==> src/rtl/anci_pkg.sv <==
// package for the ancillary packet inserter: widths, flag words, modes, limits
// assumes a 10-bit parallel video word stream with line and sample counters upstream
package anci_pkg;
  localparam int unsigned WORD_W   = 10;
  localparam int unsigned LINE_W   = 11;
  localparam int unsigned SAMP_W   = 13;
  localparam int unsigned UDW_NUM  = 255;            // payload words 000..254
  localparam int unsigned UDW_IDX_W = 8;
  localparam logic [9:0]  ADF_W0   = 10'h000;        // ancillary data flag words
  localparam logic [9:0]  ADF_W1   = 10'h3ff;
  localparam logic [9:0]  ADF_W2   = 10'h3ff;
  localparam logic [9:0]  WORD_RST = 10'h000;
  localparam logic [9:0]  MASK8    = 10'h0ff;
  localparam int unsigned PAR_BIT  = 8;
  localparam int unsigned NPAR_BIT = 9;
  localparam logic [8:0]  SUM_MASK = 9'h1ff;
  localparam logic [7:0]  UDW_LAST = 8'hfe;
  localparam logic [9:0]  FLAG_LAST = 10'h002;       // index of the third flag word
  localparam logic [9:0]  HDR_LAST  = 10'h002;       // index of the data count word

  // packet sequencer states, used only by the inserter; the checker sees busy_o, not the states
  typedef enum logic [2:0] {
    ANCI_ST_IDLE, ANCI_ST_FLAG, ANCI_ST_HDR, ANCI_ST_UDW, ANCI_ST_CS
  } anci_st_t;

  typedef enum logic [1:0] {ANCI_OUT_OFF, ANCI_OUT_CONT, ANCI_OUT_SINGLE} anci_out_mode_t;
  typedef enum logic [1:0] {ANCI_FLD_ONE, ANCI_FLD_TWO, ANCI_FLD_BOTH} anci_field_sel_t;
endpackage

==> src/rtl/anci_inserter.sv <==
// ancillary packet inserter: builds one packet and splices it into the output stream
// assumes the raster generator supplies line, field, sample (from sav) and word flags
`timescale 1ns/1ps
// Overview of operation
// - packet may land anywhere, overwriting anc/picture
// - never overwrite embedded audio or line crc
// - order: did, sdid, dc, payload, checksum
// - payload store holds words 000 to 254
// - output modes: off, continuous, single packet
// - parity automatic 8-bit or manual 10-bit
// - store full 10 bits; auto sends low 8
// - did accepts 8-bit or 10-bit values
// - sdid accepts 8-bit or 10-bit values
// - data count sets number of payload words
// - payload words accept 8-bit or 10-bit values
// - confirmed wipe clears store; cancel keeps it
// - manual checksum used when auto off
// - enable selects computed or manual checksum
// - out-of-range line or sample suppresses insertion
// - timing reference words are not guarded
// - progressive: single configured line
// - interlaced: field one, two or both, own lines
// - first word on the first free slot after the sample counted from sav
// - insert into luma or chroma channel
// - 3g-b: insert into selected link a/b
// - automatic parity is the reset default
module anci_inserter #(
  parameter int unsigned UDW_NUM = anci_pkg::UDW_NUM
) (
  input  wire logic                          ref_clk_i,
  input  wire logic                          resetn_i,
  // settings from the panel controller
  input  wire anci_pkg::anci_out_mode_t      out_mode_i,
  input  wire logic                          parity_manual_i,
  input  wire logic [anci_pkg::WORD_W-1:0]   did_i,
  input  wire logic [anci_pkg::WORD_W-1:0]   sdid_i,
  input  wire logic [anci_pkg::WORD_W-1:0]   dc_i,
  input  wire logic [anci_pkg::WORD_W-1:0]   cs_manual_i,
  input  wire logic                          cs_auto_i,
  input  wire logic                          udw_we_i,
  input  wire logic [anci_pkg::UDW_IDX_W-1:0] udw_addr_i,
  input  wire logic [anci_pkg::WORD_W-1:0]   udw_wdata_i,
  input  wire logic                          wipe_payload_words_i,
  input  wire logic                          interlaced_i,
  input  wire anci_pkg::anci_field_sel_t     field_sel_i,
  input  wire logic [anci_pkg::LINE_W-1:0]   line_f1_i,
  input  wire logic [anci_pkg::LINE_W-1:0]   line_f2_i,
  input  wire logic [anci_pkg::SAMP_W-1:0]   sample_i,
  input  wire logic                          chan_chroma_i,
  input  wire logic                          link_b_i,
  input  wire logic                          fmt_3gb_i,
  input  wire logic [anci_pkg::LINE_W-1:0]   fmt_lines_i,
  input  wire logic [anci_pkg::SAMP_W-1:0]   fmt_samples_i,
  // raster stream in
  input  wire logic                          vid_valid_i,
  input  wire logic                          vid_field2_i,
  input  wire logic [anci_pkg::LINE_W-1:0]   vid_line_i,
  input  wire logic [anci_pkg::SAMP_W-1:0]   vid_sample_i,
  input  wire logic                          vid_link_b_i,
  input  wire logic [anci_pkg::WORD_W-1:0]   vid_luma_i,
  input  wire logic [anci_pkg::WORD_W-1:0]   vid_chroma_i,
  input  wire logic                          vid_luma_prot_i,
  input  wire logic                          vid_chroma_prot_i,
  // stream out to the serializer
  output logic                               out_valid_o,
  output logic [anci_pkg::WORD_W-1:0]        out_luma_o,
  output logic [anci_pkg::WORD_W-1:0]        out_chroma_o,
  output logic                               busy_o,
  output logic                               single_done_o
);

  typedef anci_pkg::anci_st_t anci_state_t;

  typedef struct packed {
    logic [UDW_NUM-1:0][anci_pkg::WORD_W-1:0] udw;
    anci_state_t                              st;
    logic [anci_pkg::WORD_W-1:0]              cnt;
    logic [8:0]                               sum;
    logic                                     sent;
    logic                                     mode_single;
    logic                                     chroma;
    logic                                     ovalid;
    logic [anci_pkg::WORD_W-1:0]              oluma;
    logic [anci_pkg::WORD_W-1:0]              ochroma;
  } anci_regs_t;

  anci_regs_t r;
  anci_regs_t next_r;

  // auto parity: bit 8 even parity of low byte, bit 9 its inverse
  function automatic logic [9:0] anci_fmt(input logic [9:0] w, input logic manual);
    logic p;
    p = ^w[7:0];
    if (manual) begin
      anci_fmt = w;
    end else begin
      anci_fmt = {~p, p, w[7:0]};
    end
  endfunction

  function automatic logic [8:0] anci_acc(input logic [8:0] s, input logic [9:0] w);
    anci_acc = 9'(s + w[8:0]) & anci_pkg::SUM_MASK;
  endfunction

  // placement flags, each named so the start condition reads as the rules do
  logic                        at_target;   // this slot is the packet's anchor
  logic                        in_range;    // configured position fits the format
  logic                        line_hit;    // current line is a configured line
  logic                        samp_hit;    // current sample is the configured offset
  logic                        link_hit;    // link matches, or format has one link
  logic                        mode_ok;     // output mode allows a new packet now
  logic                        start;       // idle and anchored: open a packet
  logic [anci_pkg::LINE_W-1:0] line_cfg;    // configured line for the current field
  // word path
  logic [anci_pkg::WORD_W-1:0] cur_word;
  logic [anci_pkg::WORD_W-1:0] cs_word;
  logic [anci_pkg::WORD_W-1:0] udw_rd;
  logic [anci_pkg::WORD_W-1:0] dc_eff;
  // sequencer strobes
  logic                        slot_prot;   // target channel slot is audio or crc
  logic                        spend;       // a packet word goes out on this slot
  logic                        sect_end;    // last word of the current section
  logic                        in_sum;      // word counts toward the checksum

  // configured line: field two uses its own line only in interlaced rasters
  always_comb begin
    if (interlaced_i && vid_field2_i) begin
      line_cfg = line_f2_i;
    end else begin
      line_cfg = line_f1_i;
    end
  end

  // range guard against the current format; a stale offset after a format change never inserts
  always_comb begin
    in_range = (line_cfg < fmt_lines_i) && (sample_i < fmt_samples_i);
  end

  // placement decode, ignores timing reference words entirely
  always_comb begin
    if (!interlaced_i) begin
      line_hit = vid_line_i == line_f1_i;
    end else begin
      case (field_sel_i)
        anci_pkg::ANCI_FLD_ONE:  line_hit = !vid_field2_i && vid_line_i == line_f1_i;
        anci_pkg::ANCI_FLD_TWO:  line_hit = vid_field2_i && vid_line_i == line_f2_i;
        anci_pkg::ANCI_FLD_BOTH: line_hit = vid_field2_i ? vid_line_i == line_f2_i
                                                        : vid_line_i == line_f1_i;
        default:                 line_hit = 1'b0;
      endcase
    end
  end

  // anchor slot: sample counted from sav, link only matters in 3g-b
  always_comb begin
    samp_hit  = vid_sample_i == sample_i;
    link_hit  = !fmt_3gb_i || (vid_link_b_i == link_b_i);
    at_target = vid_valid_i && line_hit && in_range && samp_hit && link_hit;
  end

  // output mode gate: off never starts, single starts once until rearmed
  always_comb begin
    case (out_mode_i)
      anci_pkg::ANCI_OUT_CONT:   mode_ok = 1'b1;
      anci_pkg::ANCI_OUT_SINGLE: mode_ok = !r.sent;
      default:                   mode_ok = 1'b0;
    endcase
    start = (r.st == anci_pkg::ANCI_ST_IDLE) && at_target && mode_ok;
  end

  // word under construction for the current state
  always_comb begin
    // auto mode counts with the low byte only, as the sent data count word shows
    if (parity_manual_i) begin
      dc_eff = dc_i;
    end else begin
      dc_eff = dc_i & anci_pkg::MASK8;
    end
    // words past the store read as zero, so a long data count stays defined
    if (r.cnt < UDW_NUM) begin
      udw_rd = r.udw[r.cnt[anci_pkg::UDW_IDX_W-1:0]];
    end else begin
      udw_rd = anci_pkg::WORD_RST;
    end
    // computed checksum with bit 9 the inverse of bit 8, or the stored one formatted like any other word
    if (cs_auto_i) begin
      cs_word = {~r.sum[8], r.sum};
    end else begin
      cs_word = anci_fmt(cs_manual_i, parity_manual_i);
    end
    case (r.st)
      anci_pkg::ANCI_ST_FLAG: begin
        case (r.cnt[1:0])
          2'h0:    cur_word = anci_pkg::ADF_W0;
          2'h1:    cur_word = anci_pkg::ADF_W1;
          default: cur_word = anci_pkg::ADF_W2;
        endcase
      end
      anci_pkg::ANCI_ST_HDR: begin
        case (r.cnt[1:0])
          2'h0:    cur_word = anci_fmt(did_i, parity_manual_i);
          2'h1:    cur_word = anci_fmt(sdid_i, parity_manual_i);
          default: cur_word = anci_fmt(dc_i, parity_manual_i);
        endcase
      end
      anci_pkg::ANCI_ST_UDW: cur_word = anci_fmt(udw_rd, parity_manual_i);
      anci_pkg::ANCI_ST_CS:  cur_word = cs_word;
      default:               cur_word = anci_pkg::WORD_RST;
    endcase
  end

  // a word is spent only where the slot is not audio or crc; protected slots pass
  always_comb begin
    if (r.chroma) begin
      slot_prot = vid_chroma_prot_i;
    end else begin
      slot_prot = vid_luma_prot_i;
    end
    spend  = (r.st != anci_pkg::ANCI_ST_IDLE) && vid_valid_i && !slot_prot;
    in_sum = (r.st == anci_pkg::ANCI_ST_HDR) || (r.st == anci_pkg::ANCI_ST_UDW);
    case (r.st)
      anci_pkg::ANCI_ST_FLAG: sect_end = r.cnt == anci_pkg::FLAG_LAST;
      anci_pkg::ANCI_ST_HDR:  sect_end = r.cnt == anci_pkg::HDR_LAST;
      anci_pkg::ANCI_ST_UDW:  sect_end = r.cnt == 10'(dc_eff - 10'h001);
      anci_pkg::ANCI_ST_CS:   sect_end = 1'b1;
      default:                sect_end = 1'b1;
    endcase
  end

  // next state: store writes, sequencer and output mux
  always_comb begin
    next_r = r;
    // confirmed wipe clears every word and wins over a write; cancel never reaches this port
    if (wipe_payload_words_i) begin
      for (int i = 0; i < UDW_NUM; i++) begin
        next_r.udw[i] = anci_pkg::WORD_RST;
      end
    end else if (udw_we_i && udw_addr_i <= anci_pkg::UDW_LAST) begin
      next_r.udw[udw_addr_i] = udw_wdata_i;
    end
    // leaving single mode rearms the one-shot
    if (out_mode_i != anci_pkg::ANCI_OUT_SINGLE) begin
      next_r.sent = 1'b0;
    end
    // stream passes through one register unless a packet word replaces it
    next_r.ovalid  = vid_valid_i;
    next_r.oluma   = vid_luma_i;
    next_r.ochroma = vid_chroma_i;
    // open a packet on the anchor slot; channel is latched for the whole packet
    if (start) begin
      next_r.st          = anci_pkg::ANCI_ST_FLAG;
      next_r.cnt         = '0;
      next_r.sum         = '0;
      next_r.chroma      = chan_chroma_i;
      next_r.mode_single = out_mode_i == anci_pkg::ANCI_OUT_SINGLE;
    end
    // splice the current word into the chosen channel
    if (spend) begin
      if (r.chroma) begin
        next_r.ochroma = cur_word;
      end else begin
        next_r.oluma = cur_word;
      end
      if (in_sum) begin
        next_r.sum = anci_acc(r.sum, cur_word);
      end
      next_r.cnt = 10'(r.cnt + 10'h001);
      if (sect_end) begin
        next_r.cnt = '0;
        case (r.st)
          anci_pkg::ANCI_ST_FLAG: begin
            next_r.st = anci_pkg::ANCI_ST_HDR;
          end
          anci_pkg::ANCI_ST_HDR: begin
            // an empty payload goes straight to the checksum
            if (dc_eff == '0) begin
              next_r.st = anci_pkg::ANCI_ST_CS;
            end else begin
              next_r.st = anci_pkg::ANCI_ST_UDW;
            end
          end
          anci_pkg::ANCI_ST_UDW: begin
            next_r.st = anci_pkg::ANCI_ST_CS;
          end
          anci_pkg::ANCI_ST_CS: begin
            next_r.st   = anci_pkg::ANCI_ST_IDLE;
            next_r.sent = r.mode_single;
          end
          default: begin
            next_r.st = anci_pkg::ANCI_ST_IDLE;
          end
        endcase
      end
    end
  end

  // single register process; parity defaults to automatic via the port reset value
  always_ff @(posedge ref_clk_i or negedge resetn_i) begin
    if (!resetn_i) begin
      r <= '0;
    end else begin
      r <= next_r;
    end
  end

  assign out_valid_o   = r.ovalid;
  assign out_luma_o    = r.oluma;
  assign out_chroma_o  = r.ochroma;
  assign busy_o        = r.st != anci_pkg::ANCI_ST_IDLE;
  assign single_done_o = r.sent;

endmodule // anci_inserter

==> config.mk <==
export PLATFORM = sky130hd
export DESIGN_NAME = anci_inserter
export DESIGN_NICKNAME = d
export VERILOG_FILES = /design/src/rtl/anci_pkg.sv /design/src/rtl/anci_inserter.sv
export SDC_FILE = /design/constraint.sdc
export NUM_CORES = 2
export LEC_CHECK = 0
export ABC_AREA = 0
export BUFFER_PORTS_ARGS = -buffer_cell sky130_fd_sc_hd__clkbuf_2
export CAP_MARGIN = 20
export CORE_ASPECT_RATIO = 1.1
export CORE_MARGIN = 2
export CORE_UTILIZATION = 45
export DETAILED_ROUTE_END_ITERATION = 12
export GPL_ROUTABILITY_DRIVEN = 0
export MAX_ROUTING_LAYER = met4
export SYNTH_ARGS = -nofsm -noshare
export SYNTH_HDL_FRONTEND = slang
export SYNTH_SLANG_ARGS = --single-unit
==> constraint.sdc <==
create_clock -name ref_clk_i -period 5 [get_ports ref_clk_i]
set_clock_uncertainty 0.05 [all_clocks]
set_input_delay 0.25 -clock ref_clk_i [delete_from_list [all_inputs] [get_ports ref_clk_i]]
set_output_delay 0.25 -clock ref_clk_i [all_outputs]
set_load 0.01 [all_outputs]
==> out/metrics.cfg <==
[clock_network]
clkLatencyLatePin_ps = 930
cts_sinks = 2596
root_buffer = clkbuf_16
cts_tree = done
cts.reportedPaths.clkPinSlew_ps = 60
h-tree-depth = 5
cts_buffers = 288
cts_max_path_buffers = 4

[floorplan]
ios = 203
rows = 203
dieHeight_microns = 559
die_w_microns = 509
die_area_sq_mm = 0.285
core_area_sq_mm = 0.278
start_util_pct = 45.3

[grt]
grt_max_degree = 216
grt_pass1_wl_microns = 743000
grt.met2_usage_pct = 51.6
antenna_found_initial = 39
overflow = 0
grt_use_met1_pct = 45.0
grtUsageMet3_pct = 9.18
track_usage_pct = 36.0
grt_pass1_vias = 109993
grt-busiest-layer = met2

[yosys]
yosysUniqueCellTypes = 65
synth-async-reset-ratio_pct = 100
synth_area_per_cell_sq_um = 9.20
synth_compound_area_share_pct = 12.9
synth_nets = 13930
synth_xor_area_share_pct = 0.584
synth-edff-count = 0
synth_area_sq_mm = 0.126
synth_seq_area_share_pct = 51.5
yosysTopAreaCell = dfrtp_1
synth_mux_area_share_pct = 12.8
synthSimpleGateAreaFrac_pct = 18.4
synth_top_family_by_area = simple AND/OR/NAND/NOR gates
yosys_register_bits = 2596
synth_fa_ha_area_share_pct = 0.432
synth_warnings = 0
yosysTopAreaCellShare_pct = 51.5
synthFlopType = dfrtp_1
yosys-top-cells-area = dfrtp_1 52%, nand2_1 16%, mux4_2 11%, a21oi_1 11%, clkbuf_1 2.2%
synth_cells = 13707

[layout]
layout_common_cells = 5494 x nand2_1, 2635 x a21oi_1, 2589 x dfrtp_1
fin_util_pct = 53.1
nFillCells = 24745
area_growth_pct = 17.1
layout-drive-gt1-share_pct = 16.2
num-nets-final = 14428
final_common_cell = nand2_1

[setup_path]
path_depth = 29
critPathBufInv = 16
end_kind = flop
startpoint_type = flop
cpMaxStageDelayCell = dfrtp_4
critPathKind = reg2reg
reg2reg_depth = 29
cpPeakStageDelay_ps = 510
crit_path_max_fanout = 7
critPathArrivalTime_ps = 6040
crit_path_frequent_cell = buf_4
crit_family = buffers and inverters
cp.required_ps = 5710

[drt]
postRouteAntennaNets = 0
wirelength_microns = 505000
viasPerCell = 6.19
vias = 112399
first_iter_violations = 16317
dr.pass1.iters = 9
drc = 0
detail_route.wl_per_cell_microns = 27.8

[sta]
hold_violations = 0
tns_ps = -898
finalSetupViolCount = 5
tightest_slew_ps = 1270
worst_hold_slack_ps = 27.3
rsz0062_at_grt = true
slew_headroom_pct = 15.0
final.period_utilization_pct = 107
slew_viol_final = 0
period_needed_ps = 5330
setup_slack_ps = -334
max_freq_mhz = 187

[place]
portBuffers = 202
hpwl_microns = 329000
dpl_worst_slack_ps = -1280

[run_status]
status = finished, violations left
violations = setup timing

[pwr]
power.leakage_nw = 59.7
ir_drop_mv = 0.325
total_power_w = 0.0587
powerDensity_mw_per_mm2 = 397

[run]
maxCapViolCount = 0

[worst_hold_path]
hp-class = in2reg
hold_depth = 7

[where the power goes]
part,total (W),internal [W],switching (W)
Clock,0.0218,0.0126,0.00915
Combinational,0.0156,0.00638,0.00926
Sequential,0.0212,0.0211,0.000123
Total,0.0587,0.0401,0.0185
[through the flow]
stage,cell area (sq um),instances
final,148000,18169
after global routing,148000,18157
after CTS,147000,18077
after detailed placement,136000,17461
after global placement,136000,17460
after floorplan,126000,13707
[Yosys cell counts (9+ instances only)]
cell type	count
nand2_1	5505
a21oi_1	2648
dfrtp_1	2596
clkbuf_1	754
mux4_2	592
nor2_1	340
mux2i_1	235
a22oi_1	127
o21ai_0	82
nand3_1	67
buf_2	59
inv_1	57
xnor2_1	48
mux2_2	44
buf_4	43
ha_1	42
nor3_1	40
a221oi_1	39
buf_1	39
xor2_1	31
buf_6	28
a31oi_1	23
a22o_1	22
nor2b_1	22
a21o_1	19
nand2b_1	19
o22ai_1	17
nand4_1	16
nor4_1	13
a32oi_1	10
a211o_1	9
o211ai_1	9
[area by class of cell]
| class | count | area, sq um | area share (%) |
|---|---|---|---|
| diodes | 59 | 148 | 0.0999 |
| clock buffers | 411 | 8360 | 5.66 |
| clock inverters | 94 | 1060 | 0.717 |
| inverters | 57 | 221 | 0.150 |
| multi-input cells | 10126 | 58000 | 39.3 |
| flip-flops and latches | 2596 | 65000 | 44.0 |
| well taps | 3690 | 4620 | 3.13 |
| repair buffers | 1136 | 10300 | 6.98 |
[worst reg2reg max path: cells and delay by family (launching register included)]
kind | cells | cell delay [ps]
and+or+nand+nor | 1 | 100
buffers and inverters | 16 | 2230
AOI/OAI and AO/OA | 9 | 1820
DFF | 1 | 510
muxes | 1 | 140
xor gates and xnor gates | 1 | 140
adders and majority gates | 1 | 220
[per-layer routing]
layer	wire [microns]	vias up
li1	-	47593
met1	187000	56243
met2	223000	6948
met3	55900	1615
met4	39200	0
met5	0	-
[logic make-up (layout without fill, tap and decap cells)]
group	count (synthesis)	in the layout
AO/OA/AOI/OAI	3070	3070
flip-flops	2596	2596
other	0	59
multiplexers	871	871
XOR/XNOR	81	81
adder cells (fa/ha/maj)	43	43
buffers and inverters	985	1698
AND/OR/NAND/NOR	6061	6061
[flip-flops by register name (all words and copies together) (netlist names)]
name           flops
out_chroma_o      10
out_luma_o        10
out_valid_o        1
r               2574
single_done_o      1
[path summary, 6_finish.rpt]
kind / end / startpoint / slack, ps
max: r[30] / r[33] / -330
min: r[45] / vid_chroma_prot_i / 30
max reg2reg: r[30] / r[33] / -330
min reg2reg: r[2071] / r[2071] / 470
max in group asynchronous: r[291] / resetn_i / 2760
min in group asynchronous: r[31] / resetn_i / 500
[timing repair]
| action | in CTS | in global routing |
|---|---|---|
| pin swaps | 38 | 27 |
| setup buffers | 51 | 34 |
| gates resized for setup | 132 | 94 |
| endpoints found under the setup margin | 10 | 9 |
| endpoints found under the hold margin | 1407 | 0 |
| cloned | 4 | 2 |
| hold buffers | 58 | 0 |
Note: power is estimated with default switching activity, not from simulation.
